File: config.mk
export PLATFORM = sky130hd
export DESIGN_NAME = diwc_top
export DESIGN_NICKNAME = d
export VERILOG_FILES = /design/src/design/diwc_pkg.sv /design/src/design/diwc_top.sv
export SDC_FILE = /design/constraint.sdc
export NUM_CORES = 1
export LEC_CHECK = 0
export BUFFER_PORTS_ARGS = -buffer_cell sky130_fd_sc_hd__buf_2
export CAP_MARGIN = 5
export CORE_ASPECT_RATIO = 0.75
export CORE_UTILIZATION = 30
export DETAILED_ROUTE_END_ITERATION = 16
export PLACE_DENSITY_LB_ADDON = 0.25
export REMOVE_ABC_BUFFERS = 1
export SLEW_MARGIN = 20
export SYNTH_ARGS = -nofsm -noshare
export SYNTH_HDL_FRONTEND = slang
export SYNTH_SLANG_ARGS = --single-unit
File: constraint.sdc
create_clock -name aclk -period 3.37 [get_ports aclk]
set_input_delay 0 -clock aclk [delete_from_list [all_inputs] [get_ports aclk]]
set_output_delay 0 -clock aclk [all_outputs]
set_load 0.05 [all_outputs]
File: src/design/diwc_pkg.sv
// Register map, field positions, reset values and timing counts for the line-interface control block
package diwc_pkg;
  // Register indices and their byte addresses on the word-wide bus
  localparam logic [7:0] DIWC_IDX_GENERAL_CONTROL = 8'h02;
  localparam logic [7:0] DIWC_IDX_EVENT_MASK = 8'h03;
  localparam logic [7:0] DIWC_IDX_EVENT_FLAGS = 8'h04;
  localparam logic [7:0] DIWC_IDX_HOOK_CONTROL = 8'h05;
  localparam logic [7:0] DIWC_ADDR_GENERAL_CONTROL = DIWC_IDX_GENERAL_CONTROL << 2;
  localparam logic [7:0] DIWC_ADDR_EVENT_MASK = DIWC_IDX_EVENT_MASK << 2;
  localparam logic [7:0] DIWC_ADDR_EVENT_FLAGS = DIWC_IDX_EVENT_FLAGS << 2;
  localparam logic [7:0] DIWC_ADDR_HOOK_CONTROL = DIWC_IDX_HOOK_CONTROL << 2;

  // General control fields
  localparam int DIWC_GC_PIN_SEL = 7;
  localparam int DIWC_GC_POLARITY = 6;
  localparam int DIWC_GC_WDT_ARM = 4;
  localparam int DIWC_GC_RING_BOTH = 2;
  localparam int DIWC_GC_HYBRID = 1;
  localparam int DIWC_GC_RX_ON = 0;
  localparam logic [7:0] DIWC_GC_WRITABLE = 8'hD7;

  // Event bit positions, shared by mask and flags
  localparam int DIWC_EV_RING = 7;
  localparam int DIWC_EV_RX_OVL = 6;
  localparam int DIWC_EV_FRAME = 5;
  localparam int DIWC_EV_BILLING = 4;
  localparam int DIWC_EV_DROPOUT = 3;
  localparam int DIWC_EV_LOOP_SAT = 2;
  localparam int DIWC_EV_TIP_GND = 1;
  localparam int DIWC_EV_POLARITY = 0;

  // Hook control field
  localparam int DIWC_HK_OFFHOOK = 0;

  // Reset values
  localparam logic [7:0] DIWC_RST_GENERAL_CONTROL = 8'h00;
  localparam logic [7:0] DIWC_RST_EVENT_MASK = 8'h00;
  localparam logic [7:0] DIWC_RST_EVENT_FLAGS = 8'h00;
  localparam logic DIWC_RST_OFFHOOK = 1'b0;

  // Timing
  localparam longint DIWC_CLK_HZ = 20000000;
  localparam longint DIWC_WDT_TIME_S = 4;
  localparam int unsigned DIWC_WDT_CYCLES = 32'(DIWC_WDT_TIME_S * DIWC_CLK_HZ);

  // Bus responses
  localparam logic [1:0] DIWC_RESP_OKAY = 2'h0;
  localparam logic [1:0] DIWC_RESP_SLVERR = 2'h2;
endpackage

File: src/design/diwc_top.sv
// Line-interface control, event masking, interrupt pin and register-access watchdog
//
// What this block does
// [RL1] Pin select 0 routes call-progress signal to the shared pin; 1 makes it interrupt.
// [RL2] In interrupt mode, polarity 0 drives active low, polarity 1 active high.
// [RL3] Watchdog arm bit, once set, ignores writes of 0; only reset clears it.
// [RL4] Armed watchdog with no register access for 4 s clears the off-hook bit.
// [RL5] Every register read or write restarts the watchdog count from zero.
// [RL6] After a timeout, writing off-hook to 1 puts the line off-hook again.
// [RL7] Ring mode 0: one ring flag per burst, raised at the burst start.
// [RL8] Ring mode 1: ring flag raised at burst start and again at burst end.
// [RL9] Software must clear the ring flag before burst end to see the second.
// [RL10] Hybrid connect bit 1 inserts the hybrid into transmit; 0 removes it.
// [RL11] Receive path is off while the receive enable bit is 0, on at 1.
// [RL12] Ring event reaches the interrupt only with mask bit 7 set.
// [RL13] Receive overload reaches the interrupt only with mask bit 6 set.
// [RL14] Frame lock loss reaches the interrupt only with mask bit 5 set.
// [RL15] Billing tone reaches the interrupt only with mask bit 4 set.
// [RL16] Supply dropout reaches the interrupt only with mask bit 3 set.
// [RL17] Loop current level all ones raises an event gated by mask bit 2.
// [RL18] Tip ground becoming active reaches the interrupt only with mask bit 1 set.
// [RL19] Any change of line voltage bit 7 is a polarity event, gated by bit 0.
// [RL20] Events drive the interrupt only when masked in and pin is in interrupt mode.
// [RL21] Event flags stay set until software writes 0; the write clears them.
// [RL22] General control bits 5 and 3 ignore writes and read as zero.
// [RL23] Interrupt level is OR of flag-and-mask pairs, polarity applied, held until cleared.
//
// Decided for this implementation: the AXI4-Lite interface to the registers.
`timescale 1ns/1ps
module diwc_top
  import diwc_pkg::*;
#(
  parameter int unsigned WDT_CYCLES = DIWC_WDT_CYCLES,
  parameter int LCL_W = 5
) (
  input wire logic aclk, // System clock, 20 MHz
  input wire logic aresetn, // Synchronous reset, active low
  input wire logic [7:0] s_axi_awaddr, // Write address
  input wire logic s_axi_awvalid, // Write address valid
  output logic s_axi_awready, // Write address ready
  input wire logic [31:0] s_axi_wdata, // Write data
  input wire logic [3:0] s_axi_wstrb, // Write byte strobes
  input wire logic s_axi_wvalid, // Write data valid
  output logic s_axi_wready, // Write data ready
  output logic [1:0] s_axi_bresp, // Write response
  output logic s_axi_bvalid, // Write response valid
  input wire logic s_axi_bready, // Write response ready
  input wire logic [7:0] s_axi_araddr, // Read address
  input wire logic s_axi_arvalid, // Read address valid
  output logic s_axi_arready, // Read address ready
  output logic [31:0] s_axi_rdata, // Read data
  output logic [1:0] s_axi_rresp, // Read response
  output logic s_axi_rvalid, // Read data valid
  input wire logic s_axi_rready, // Read data ready
  input wire logic ring_active, // High during a ring burst
  input wire logic rx_overload, // Receive input overload level
  input wire logic frame_unlocked, // Isolation link has no frame lock
  input wire logic billing_tone, // Billing tone detected
  input wire logic supply_dropout, // Line-side supply collapsed
  input wire logic [LCL_W-1:0] loop_current_level, // Loop current level field
  input wire logic tip_ground_status, // Tip ground active
  input wire logic line_voltage_msb, // Bit 7 of line voltage level
  input wire logic callprog_in, // Call-progress monitor stream
  output logic callprog_or_irq_pin, // Shared call-progress / interrupt pin
  output logic offhook_ctl, // Line interface off-hook
  output logic hybrid_connect, // Hybrid in transmit path
  output logic rx_path_on, // Receive path enabled
  output logic watchdog_timeout // Pulse when the watchdog fires
);

  localparam int WDT_W = $clog2(WDT_CYCLES + 1);

  logic [7:0] gen_ctl_r;
  logic [7:0] gen_ctl_nxt;
  logic [7:0] mask_r;
  logic [7:0] flags_r;
  logic [7:0] flags_nxt;
  logic offhook_r;
  logic [WDT_W-1:0] wdt_cnt_r;
  logic [7:0] lvl_prev_r;
  logic bvalid_r;
  logic [1:0] bresp_r;
  logic rvalid_r;
  logic [1:0] rresp_r;
  logic [31:0] rdata_r;
  logic pin_r;
  logic wdt_fire_r;

  // Write channel: address and data taken together, one response at a time
  wire wr_take = s_axi_awvalid && s_axi_wvalid && !bvalid_r;
  wire lane0 = s_axi_wstrb[0];
  wire wr_gc = wr_take && lane0 && (s_axi_awaddr == DIWC_ADDR_GENERAL_CONTROL);
  wire wr_mask = wr_take && lane0 && (s_axi_awaddr == DIWC_ADDR_EVENT_MASK);
  wire wr_flags = wr_take && lane0 && (s_axi_awaddr == DIWC_ADDR_EVENT_FLAGS);
  wire wr_hook = wr_take && lane0 && (s_axi_awaddr == DIWC_ADDR_HOOK_CONTROL);
  wire wr_hit = (s_axi_awaddr == DIWC_ADDR_GENERAL_CONTROL) || (s_axi_awaddr == DIWC_ADDR_EVENT_MASK)
             || (s_axi_awaddr == DIWC_ADDR_EVENT_FLAGS) || (s_axi_awaddr == DIWC_ADDR_HOOK_CONTROL);
  assign s_axi_awready = wr_take;
  assign s_axi_wready = wr_take;
  assign s_axi_bvalid = bvalid_r;
  assign s_axi_bresp = bresp_r;

  // Read channel: one read in flight, data registered
  wire rd_take = s_axi_arvalid && !rvalid_r;
  assign s_axi_arready = rd_take;
  assign s_axi_rvalid = rvalid_r;
  assign s_axi_rresp = rresp_r;
  assign s_axi_rdata = rdata_r;

  // Any accepted access, even to an unmapped address, feeds the watchdog
  wire reg_access = wr_take || rd_take;

  // Control field decode
  wire pin_sel = gen_ctl_r[DIWC_GC_PIN_SEL];
  wire irq_pol = gen_ctl_r[DIWC_GC_POLARITY];
  wire wdt_arm = gen_ctl_r[DIWC_GC_WDT_ARM];
  wire ring_both = gen_ctl_r[DIWC_GC_RING_BOTH];
  assign hybrid_connect = gen_ctl_r[DIWC_GC_HYBRID]; // [RL10]
  assign rx_path_on = gen_ctl_r[DIWC_GC_RX_ON]; // [RL11]
  assign offhook_ctl = offhook_r;
  assign callprog_or_irq_pin = pin_r;

  // Reserved bits never stored; arm bit can only be set by software
  always_comb begin
    gen_ctl_nxt = gen_ctl_r;
    if (wr_gc) begin
      gen_ctl_nxt = s_axi_wdata[7:0] & DIWC_GC_WRITABLE; // [RL22]
      gen_ctl_nxt[DIWC_GC_WDT_ARM] = wdt_arm | s_axi_wdata[DIWC_GC_WDT_ARM]; // [RL3]
    end
  end

  // Event sources; levels are tracked so a steady level raises one flag
  wire loop_sat = &loop_current_level; // [RL17]
  wire [7:0] lvl_now = {ring_active, rx_overload, frame_unlocked, billing_tone,
                        supply_dropout, loop_sat, tip_ground_status, line_voltage_msb};
  wire [7:0] rise = lvl_now & ~lvl_prev_r;
  wire ring_fall = lvl_prev_r[DIWC_EV_RING] && !ring_active;
  wire pol_flip = lvl_now[DIWC_EV_POLARITY] ^ lvl_prev_r[DIWC_EV_POLARITY]; // [RL19]
  wire [7:0] ev_set = {rise[DIWC_EV_RING] | (ring_both & ring_fall), // [RL7] [RL8]
                       rise[6:1], pol_flip}; // [RL13] [RL14] [RL15] [RL16] [RL17] [RL18]

  // Set wins over a clearing write landing in the same cycle
  always_comb begin
    flags_nxt = flags_r;
    if (wr_flags) begin
      flags_nxt = flags_r & s_axi_wdata[7:0]; // [RL21]
    end
    flags_nxt = flags_nxt | ev_set;
  end

  // Interrupt level: masked flags, then pin mode and polarity
  wire [7:0] flag_hits = flags_r & mask_r; // [RL12] [RL13] [RL14] [RL15] [RL16] [RL17] [RL18] [RL19]
  wire irq_any = |flag_hits; // [RL23]
  wire irq_level = irq_pol ? irq_any : !irq_any; // [RL2]
  wire pin_nxt = pin_sel ? irq_level : callprog_in; // [RL1] [RL20]

  // Watchdog: counts idle cycles while armed
  wire wdt_hit = wdt_arm && !reg_access && (wdt_cnt_r == WDT_W'(WDT_CYCLES - 1)); // [RL4]
  assign watchdog_timeout = wdt_fire_r;

  // Pulse taken from a flip-flop so the output is glitch-free; it lines up with the on-hook edge
  always_ff @(posedge aclk) begin
    if (!aresetn) begin
      wdt_fire_r <= 1'b0;
    end else begin
      wdt_fire_r <= wdt_hit; // [RL4]
    end
  end

  // Register file and event state
  always_ff @(posedge aclk) begin
    if (!aresetn) begin
      gen_ctl_r <= DIWC_RST_GENERAL_CONTROL;
      mask_r <= DIWC_RST_EVENT_MASK;
      flags_r <= DIWC_RST_EVENT_FLAGS;
      lvl_prev_r <= 8'h00;
      pin_r <= 1'b0;
    end else begin
      gen_ctl_r <= gen_ctl_nxt;
      if (wr_mask) begin
        mask_r <= s_axi_wdata[7:0];
      end
      flags_r <= flags_nxt;
      lvl_prev_r <= lvl_now;
      pin_r <= pin_nxt;
    end
  end

  // Hook control; a write in the timeout cycle cannot occur since access restarts the count
  always_ff @(posedge aclk) begin
    if (!aresetn) begin
      offhook_r <= DIWC_RST_OFFHOOK;
    end else if (wr_hook) begin
      offhook_r <= s_axi_wdata[DIWC_HK_OFFHOOK]; // [RL6]
    end else if (wdt_hit) begin
      offhook_r <= 1'b0; // [RL4]
    end
  end

  // Watchdog counter
  always_ff @(posedge aclk) begin
    if (!aresetn) begin
      wdt_cnt_r <= '0;
    end else if (!wdt_arm || reg_access || wdt_hit) begin
      wdt_cnt_r <= '0; // [RL5]
    end else begin
      wdt_cnt_r <= wdt_cnt_r + WDT_W'(1);
    end
  end

  // Write response
  always_ff @(posedge aclk) begin
    if (!aresetn) begin
      bvalid_r <= 1'b0;
      bresp_r <= DIWC_RESP_OKAY;
    end else if (wr_take) begin
      bvalid_r <= 1'b1;
      bresp_r <= wr_hit ? DIWC_RESP_OKAY : DIWC_RESP_SLVERR;
    end else if (s_axi_bready) begin
      bvalid_r <= 1'b0;
    end
  end

  // Read mux; flags read back their live value
  logic [7:0] rd_byte;
  logic rd_hit;
  always_comb begin
    rd_byte = 8'h00;
    rd_hit = 1'b1;
    case (s_axi_araddr)
      DIWC_ADDR_GENERAL_CONTROL: rd_byte = gen_ctl_r; // [RL22]
      DIWC_ADDR_EVENT_MASK: rd_byte = mask_r;
      DIWC_ADDR_EVENT_FLAGS: rd_byte = flags_r;
      DIWC_ADDR_HOOK_CONTROL: rd_byte = {7'h00, offhook_r};
      default: rd_hit = 1'b0;
    endcase
  end

  // Read response
  always_ff @(posedge aclk) begin
    if (!aresetn) begin
      rvalid_r <= 1'b0;
      rresp_r <= DIWC_RESP_OKAY;
      rdata_r <= 32'h00000000;
    end else if (rd_take) begin
      rvalid_r <= 1'b1;
      rresp_r <= rd_hit ? DIWC_RESP_OKAY : DIWC_RESP_SLVERR;
      rdata_r <= {24'h000000, rd_byte};
    end else if (s_axi_rready) begin
      rvalid_r <= 1'b0;
    end
  end

  // Checks on the block's own behaviour
  a_pin_callprog: assert property (@(posedge aclk) disable iff (!aresetn) // [RL1]
    !pin_sel |=> (callprog_or_irq_pin == $past(callprog_in)))
    else $error("pin does not follow call progress");

  a_pin_polarity: assert property (@(posedge aclk) disable iff (!aresetn) // [RL2]
    (pin_sel && irq_any) |=> (callprog_or_irq_pin == $past(irq_pol)))
    else $error("interrupt pin has wrong active level");

  a_arm_sticky: assert property (@(posedge aclk) disable iff (!aresetn) // [RL3]
    wdt_arm |=> wdt_arm)
    else $error("watchdog arm cleared without reset");

  a_wdt_onhook: assert property (@(posedge aclk) disable iff (!aresetn) // [RL4]
    (wdt_arm && !reg_access && wdt_cnt_r == WDT_W'(WDT_CYCLES - 1)) |=> !offhook_ctl ##0 wdt_cnt_r == '0)
    else $error("watchdog timeout did not go on-hook");

  a_wdt_restart: assert property (@(posedge aclk) disable iff (!aresetn) // [RL5]
    reg_access |=> (wdt_cnt_r == '0) ##1 (wdt_cnt_r <= WDT_W'(1)))
    else $error("access did not restart watchdog");

  a_offhook_set: assert property (@(posedge aclk) disable iff (!aresetn) // [RL6]
    (wr_hook && s_axi_wdata[DIWC_HK_OFFHOOK]) |=> offhook_ctl)
    else $error("off-hook write not taken");

  a_ring_start: assert property (@(posedge aclk) disable iff (!aresetn) // [RL7]
    $rose(ring_active) |=> flags_r[DIWC_EV_RING])
    else $error("ring start did not flag");

  a_ring_end: assert property (@(posedge aclk) disable iff (!aresetn) // [RL8]
    (ring_both && ring_fall) |=> flags_r[DIWC_EV_RING])
    else $error("ring end did not flag");

  a_ring_single: assert property (@(posedge aclk) disable iff (!aresetn) // [RL7]
    (!ring_both && !flags_r[DIWC_EV_RING] && !rise[DIWC_EV_RING]) |=> !flags_r[DIWC_EV_RING])
    else $error("ring flag set without burst start");

  a_mask_gate: assert property (@(posedge aclk) disable iff (!aresetn) // [RL20]
    (pin_sel && (flags_r & mask_r) == 8'h00) |=> (callprog_or_irq_pin == !$past(irq_pol)))
    else $error("masked event reached interrupt pin");

  a_polarity_event: assert property (@(posedge aclk) disable iff (!aresetn) // [RL19]
    (line_voltage_msb != lvl_prev_r[DIWC_EV_POLARITY]) |=> flags_r[DIWC_EV_POLARITY])
    else $error("polarity flip not flagged");

  a_flag_sticky: assert property (@(posedge aclk) disable iff (!aresetn) // [RL21]
    !wr_flags |=> ((flags_r & $past(flags_r)) == $past(flags_r)))
    else $error("event flag dropped without write");

  a_flag_clear: assert property (@(posedge aclk) disable iff (!aresetn) // [RL21]
    (wr_flags && ev_set == 8'h00) |=> (flags_r == ($past(flags_r) & $past(s_axi_wdata[7:0]))))
    else $error("flag clear by write failed");

  a_rsvd_zero: assert property (@(posedge aclk) disable iff (!aresetn) // [RL22]
    1'b1 |-> ((gen_ctl_r & ~DIWC_GC_WRITABLE) == 8'h00))
    else $error("reserved control bit set");

  a_irq_held: assert property (@(posedge aclk) disable iff (!aresetn) // [RL23]
    (pin_sel && irq_any && !wr_flags && !wr_mask && !wr_gc) [*2] |-> (callprog_or_irq_pin == irq_pol))
    else $error("interrupt level not held");

  a_hybrid_follow: assert property (@(posedge aclk) disable iff (!aresetn) // [RL10]
    wr_gc |=> (hybrid_connect == $past(s_axi_wdata[DIWC_GC_HYBRID])))
    else $error("hybrid connect does not follow write");

  a_rx_follow: assert property (@(posedge aclk) disable iff (!aresetn) // [RL11]
    wr_gc |=> (rx_path_on == $past(s_axi_wdata[DIWC_GC_RX_ON])))
    else $error("receive enable does not follow write");

  a_wdt_pulse: assert property (@(posedge aclk) disable iff (!aresetn) // [RL4]
    1'b1 |=> (watchdog_timeout == $past(wdt_hit)))
    else $error("timeout pulse out of step");

  a_wdt_idle_count: assert property (@(posedge aclk) disable iff (!aresetn) // [RL4]
    (wdt_arm && !reg_access && !wdt_hit) |=> (wdt_cnt_r == $past(wdt_cnt_r) + WDT_W'(1)))
    else $error("idle cycle not counted");

  a_unarmed_quiet: assert property (@(posedge aclk) disable iff (!aresetn) // [RL4]
    (!wdt_arm && !wr_hook) |=> (offhook_ctl == $past(offhook_ctl)))
    else $error("hook changed while watchdog unarmed");

  a_set_wins: assert property (@(posedge aclk) disable iff (!aresetn) // [RL21]
    (ev_set != 8'h00) |=> ((flags_r & $past(ev_set)) == $past(ev_set)))
    else $error("event lost against clearing write");

  a_mask_write: assert property (@(posedge aclk) disable iff (!aresetn) // [RL12]
    wr_mask |=> (mask_r == $past(s_axi_wdata[7:0])))
    else $error("mask write not taken");

  a_gc_read: assert property (@(posedge aclk) disable iff (!aresetn) // [RL22]
    (rd_take && s_axi_araddr == DIWC_ADDR_GENERAL_CONTROL) |=> ((s_axi_rdata[7:0] & ~DIWC_GC_WRITABLE) == 8'h00))
    else $error("reserved control bit read as one");

  a_ovl_flag: assert property (@(posedge aclk) disable iff (!aresetn) // [RL13]
    (rx_overload && !lvl_prev_r[DIWC_EV_RX_OVL]) |=> flags_r[DIWC_EV_RX_OVL])
    else $error("overload not flagged");

  a_frame_flag: assert property (@(posedge aclk) disable iff (!aresetn) // [RL14]
    (frame_unlocked && !lvl_prev_r[DIWC_EV_FRAME]) |=> flags_r[DIWC_EV_FRAME])
    else $error("frame loss not flagged");

  a_billing_flag: assert property (@(posedge aclk) disable iff (!aresetn) // [RL15]
    (billing_tone && !lvl_prev_r[DIWC_EV_BILLING]) |=> flags_r[DIWC_EV_BILLING])
    else $error("billing tone not flagged");

  a_dropout_flag: assert property (@(posedge aclk) disable iff (!aresetn) // [RL16]
    (supply_dropout && !lvl_prev_r[DIWC_EV_DROPOUT]) |=> flags_r[DIWC_EV_DROPOUT])
    else $error("supply dropout not flagged");

  a_loop_sat_flag: assert property (@(posedge aclk) disable iff (!aresetn) // [RL17]
    (loop_sat && !lvl_prev_r[DIWC_EV_LOOP_SAT]) |=> flags_r[DIWC_EV_LOOP_SAT])
    else $error("loop saturation not flagged");

  a_tip_flag: assert property (@(posedge aclk) disable iff (!aresetn) // [RL18]
    (tip_ground_status && !lvl_prev_r[DIWC_EV_TIP_GND]) |=> flags_r[DIWC_EV_TIP_GND])
    else $error("tip ground not flagged");

endmodule

Word level (Yosys, flattened, before mapping). Index checks and enable logic that the tools add are counted.

Register bits after elaboration: 74. Input port bits: 72. Output and inout bits: 46. Logic and storage cells: 76.

Add/sub/neg operators: 1. Eq/ne operators: 9. Multiplexer cells: 13. Bitwise operators: 10. Reduce and logical (&&, ||, !) cells: 30.

Operators with widths (number): 8-bit by 4-bit equality test with 1-bit output, second input constant (4); 8-bit by 5-bit equality test with 1-bit output, second input constant (4); 8-bit case mux with 4 select lines (1); 27-bit by 1-bit adder with 27-bit output, second input constant (1); 27-bit equality test, second input constant (1); 8-bit AND (3); 1-bit logical AND (11); 1-bit two-way mux (9); 8-bit two-way mux (1); 8-bit NOT (1); 8-bit OR (1); 8-bit OR reduction (1); 1-bit zero test (6); 1-bit logical OR (6); 2-bit nonzero test (3); 5-bit AND reduction (1); 2-bit two-way mux (2); 4-bit OR reduction (1); 1-bit OR (2); 2-bit OR reduction (1); 1-bit AND (1); 1-bit NOT (1); 1-bit bitwise XOR (1).

Logic depth before layout (Yosys ltp).
Depth in word-level cells: 8. Mapped depth: 7.

Worst setup path before layout. Ideal clock, no wire load.

Kind: flip-flop to flip-flop. Start: reg bvalid_r, in the netlist s_axi_bvalid. End: reg mask_r[0]. Library setup time: 137 ps. Arrival: 2269 ps. Slack: 965 ps. Cell stages (with the launch flop): 7. Period minus slack after synthesis: 2405 ps. Path through: dfxtp_1 > nand3b_1 > inv_1 > nand4b_1 > or3_1 > clkbuf_1 > mux2i_1.

Word-level cells in the longest chain between the ends: 4.

Ends and longest elaborated chain: start: declaration (line diwc_top.sv:81) `logic bvalid_r;`; start signal: assignment (line diwc_top.sv:214) `bvalid_r <= 1'b0;`; start signal: assignment (line diwc_top.sv:217) `bvalid_r <= 1'b1;`; start signal: assignment (line diwc_top.sv:220) `bvalid_r <= 1'b0;`; 1-bit zero test (line diwc_top.sv:90) `wire wr_take = s_axi_awvalid && s_axi_wvalid && !bvalid_r;`; 1-bit logical AND (line diwc_top.sv:90); net s_axi_awready (line diwc_top.sv:40) `output logic s_axi_awready,`; 1-bit logical AND (2 in series) (line diwc_top.sv:93) `wire wr_mask = wr_take && lane0 && (s_axi_awaddr == DIWC_ADDR_EVENT_MASK);`; end signal: assignment (line diwc_top.sv:181) `mask_r <= s_axi_wdata[7:0];`; end: declaration (line diwc_top.sv:75) `logic [7:0] mask_r;`.

The timed path passes the listed nets, and every way through them passes these cells. A chain may end at the register's enable or synchronous reset.

Worst setup path in the final report.
Start: reg bvalid_r, in the netlist s_axi_bvalid. End: reg mask_r[2].

Word-level cells in the longest chain between the ends: 4.

Ends and longest elaborated chain (line): 1-bit zero test (diwc_top.sv:90); 1-bit logical AND (diwc_top.sv:90); 1-bit logical AND (2 in series) (diwc_top.sv:93).

Every way passes these cells.

==> impl_metrics.py <==
metrics = {
    "status": {
        "status": "finished, violations left",
        "failed_checks": "design-rule violations",
    },
    "sta": {
        "worst_slack_ns": 1.24,
        "finClkSkew_ns": 0.00651,
        "tns_ns": 0,
        "slew_violations": 0,
        "max_slew_margin_pct": 41.4,
        "whs_ns": 0.0418,
        "hold_violations": 0,
        "period_share_pct": 63.3,
        "period_minus_slack_ns": 2.13,
        "finalSetupViolCount": 0,
        "tightest_slew_ns": 0.877,
        "grt_setup_unrepaired": "false",
        "max_freq_mhz": 468,
    },
    "synthesis": {
        "seq_area_frac_synth_pct": 41.9,
        "yosys-top-cells-area": "dfxtp_1 (42%), buf_4 (5.9%), mux2i_1 (4.1%)",
        "ys_types": 44,
        "synth_enable_flop_cells": 0,
        "synth_ff_type": "dfxtp_1",
        "syn_inst": 391,
        "synth_top_area_share_pct": 41.9,
        "async_reset_ff_share_pct": 0,
        "syn_avg_cell_area_um2": 8.79,
        "synth_top_area_cell": "dfxtp_1",
        "ys_seq_elements": 72,
        "synth_area_mm2": 0.00344,
        "yosys_warnings": 0,
    },
    "die": {
        "fp.dieH_um": 94.7,
        "io_pins": 118,
        "fp-row-count": 33,
        "coreArea_mm2": 0.0110,
        "initial_utilization_pct": 31.2,
        "die-area_mm2": 0.0119,
        "die_x_um": 126,
    },
    "min_path": {
        "hold_path_depth": 4,
        "worstHoldEndpoint": "s_axi_bresp[1]",
        "hp-class": "in -> reg",
        "hp-start": "s_axi_awaddr[6]",
    },
    "final_layout": {
        "fin_util_pct": 39.6,
        "drive_gt1_share_pct": 18.4,
        "fin_nets": 551,
        "stdcell_area_mm2": 0.00436,
        "n_antenna_cell": 0,
        "layoutNonFillerInstCount": 623,
        "n_fill_cell": 1100,
        "areaGrowthSynthToFinish_pct": 26.9,
    },
    "global_routing": {
        "first_global_vias": 2765,
        "grt_pass1_wl_mm": 14.0,
        "overflow": 0,
        "grtUsageTotal_pct": 15.0,
        "antenna_found_initial": 0,
        "grt_max_degree": 43,
    },
    "worst_setup_path": {
        "crit_required_ns": 3.57,
        "rr_endpoint": "mask_r[2]",
        "r2r-start": "s_axi_bvalid",
        "rr_worst_depth": 6,
        "arrival_ns": 2.34,
        "path_max_fanout": 8,
        "worst-r2r-setup-slack_ns": 1.24,
        "worstSetupPathType": "reg -> reg",
        "start_kind": "register",
        "critPathCaptureType": "register",
    },
    "clock_network": {
        "cts_made_buffers": 9,
        "cts_setup_buffers": 0,
        "tritoncts": "yes",
        "cts_resized": 0,
        "clockRootBuffer": "clkbuf_16",
        "clk_latency_ns": 0.33,
        "cts.reportedPaths.clkPinSlew_ns": 0.06,
        "cts_buffer_depth": 2,
        "h-tree-depth": 3,
        "cts_num_sinks": 72,
    },
    "drt": {
        "first_pass_iters": 11,
        "post_drt_wl_per_cell_um": 13.7,
        "drt_wl_total_mm": 8.56,
        "drc": 6,
        "vias": 3079,
        "ant_nets": 0,
        "wl_met1_mm": 4.54,
        "routed.top_layer": "met4",
        "drt_iter0_drc": 275,
        "wl_met3_um": 488,
        "dr_wl_met2_mm": 3.46,
        "via_per_inst": 4.94,
    },
    "power_and_ir_drop": {
        "leakagePower_nw": 1.70,
        "finalPower_mw": 2.13,
        "vdd_ir_drop_max_uv": 226,
        "power_density_mw_per_mm2": 489,
    },
    "job": {
        "drv_cap": 0,
    },
    "place": {
        "dp_hpwl_mm": 6.32,
        "place_ws_ns": 1.27,
        "dp_cells": 584,
        "gp_congestion": 0.784,
        "dpl_cell_area_mm2": 0.00380,
        "io_buffers": 64,
    },
}
-- where the power goes --
group	internal (mW)	leakage (nW)	switching (mW)	total, mW
registers	0.868	0.585	0.0123	0.880
logic	0.0628	0.951	0.146	0.208
clock network	0.672	0.163	0.374	1.05
total	1.60	1.70	0.532	2.13
-- sequential cells by signal, summed over array words and instances, names as in the netlist, 6 cells and up --
register     cells
gen_ctl_r        6
flags_r          8
wdt_cnt_r       27
mask_r           8
s_axi_rdata      8
lvl_prev_r       8
-- cell families after synthesis --
kind of cell	after synthesis	share of synthesized area (%)
compound gates	82	15.8
xor+xnor	14	3.57
fa+ha+maj	1	0.364
buf+inv	48	8.26
simple gates	159	25.9
mux	14	4.08
flops	72	41.9
other cells	1	0.109
-- cells in the mapped netlist (6+ instances only) --
cell / n
a21oi_1: 25
nand2_1: 34
xnor2_1: 6
or3_1: 7
clkbuf_1: 11
o31ai_1: 11
a22oi_1: 11
buf_4: 27
or4_1: 13
dfxtp_1: 72
xor2_1: 8
nand2b_1: 7
and2_1: 9
nor2_1: 28
nand3_1: 13
inv_1: 8
nor2b_1: 9
mux2i_1: 14
nand4_1: 11
o21ai_0: 14
-- worst max path at each step --
stage / from / slack, ns / end
2_1_floorplan: s_axi_bvalid / 0.65 / flags_r[2]
3_3_place_gp: wdt_cnt_r[18] / 1.28 / wdt_cnt_r[23]
3_5_place_dp: s_axi_bvalid / 1.27 / mask_r[7]
4_1_cts: s_axi_bvalid / 1.25 / mask_r[2]
5_1_grt: s_axi_bvalid / 1.05 / flags_r[4]
6_report: s_axi_bvalid / 1.24 / mask_r[2]
-- metal layers --
metal | track usage (%) | vias up
li1 | - | 1558
met5 | 0 | -
met3 | 3.51 | 6
met1 | 21.6 | 1424
met4 | 4.67 | 0
met2 | 21.7 | 91
-- repair_timing --
item / CTS / global route
endpoints found under the hold margin: 33 / 0
hold buffers: 23 / 0
setup endpoints to repair: 0 / 0
-- cells in the final DEF (no fill, tap or decap), types with 2 or more instances in the layout --
cell type      count
nor3_1             4
bufinv_16          2
buf_4              4
nand2_1           34
nand3_1           13
a22oi_1           11
nor2_1            28
clkbuf_16          9
a22o_1             5
mux2i_1           14
o2bb2ai_1          5
nor4bb_1           2
nand4_1           11
buf_2             64
o21ai_0           14
and3_1             4
nor4b_1            3
nor4_1             5
a21oi_1           25
nand2b_1           7
a211oi_1           2
nand3b_1           2
and2_1             9
clkinv_4           2
inv_1              8
or3_1              7
or4_1             13
o31ai_1           11
o41ai_1            3
xnor2_1            6
nor2b_1            9
and4_1             2
dlygate4sd3_1     23
xor2_1             8
conb_1            26
dfxtp_1           72
a32o_1             3
-- worst max-delay path, stage by stage (launching register included) --
cell and delay [ns]:
dfxtp_1 0.32, nand3b_1 0.15, buf_4 0.17, inv_1 0.10, nand4b_1 0.36, or3_1 0.71, mux2i_1 0.20
-- layout make-up --
class                      count  area (um^2)  area share [%]
clock inverter                 6         91.3            2.09
multi-input combinational    296         1810            41.4
tap                          140          175            4.01
clock buffer                  10          239            5.48
sequential                    72         1440            33.0
timing repair buffer          91          581            13.3
inverter                       8         30.0           0.688
Note: power is estimated with default switching activity, not from simulation.
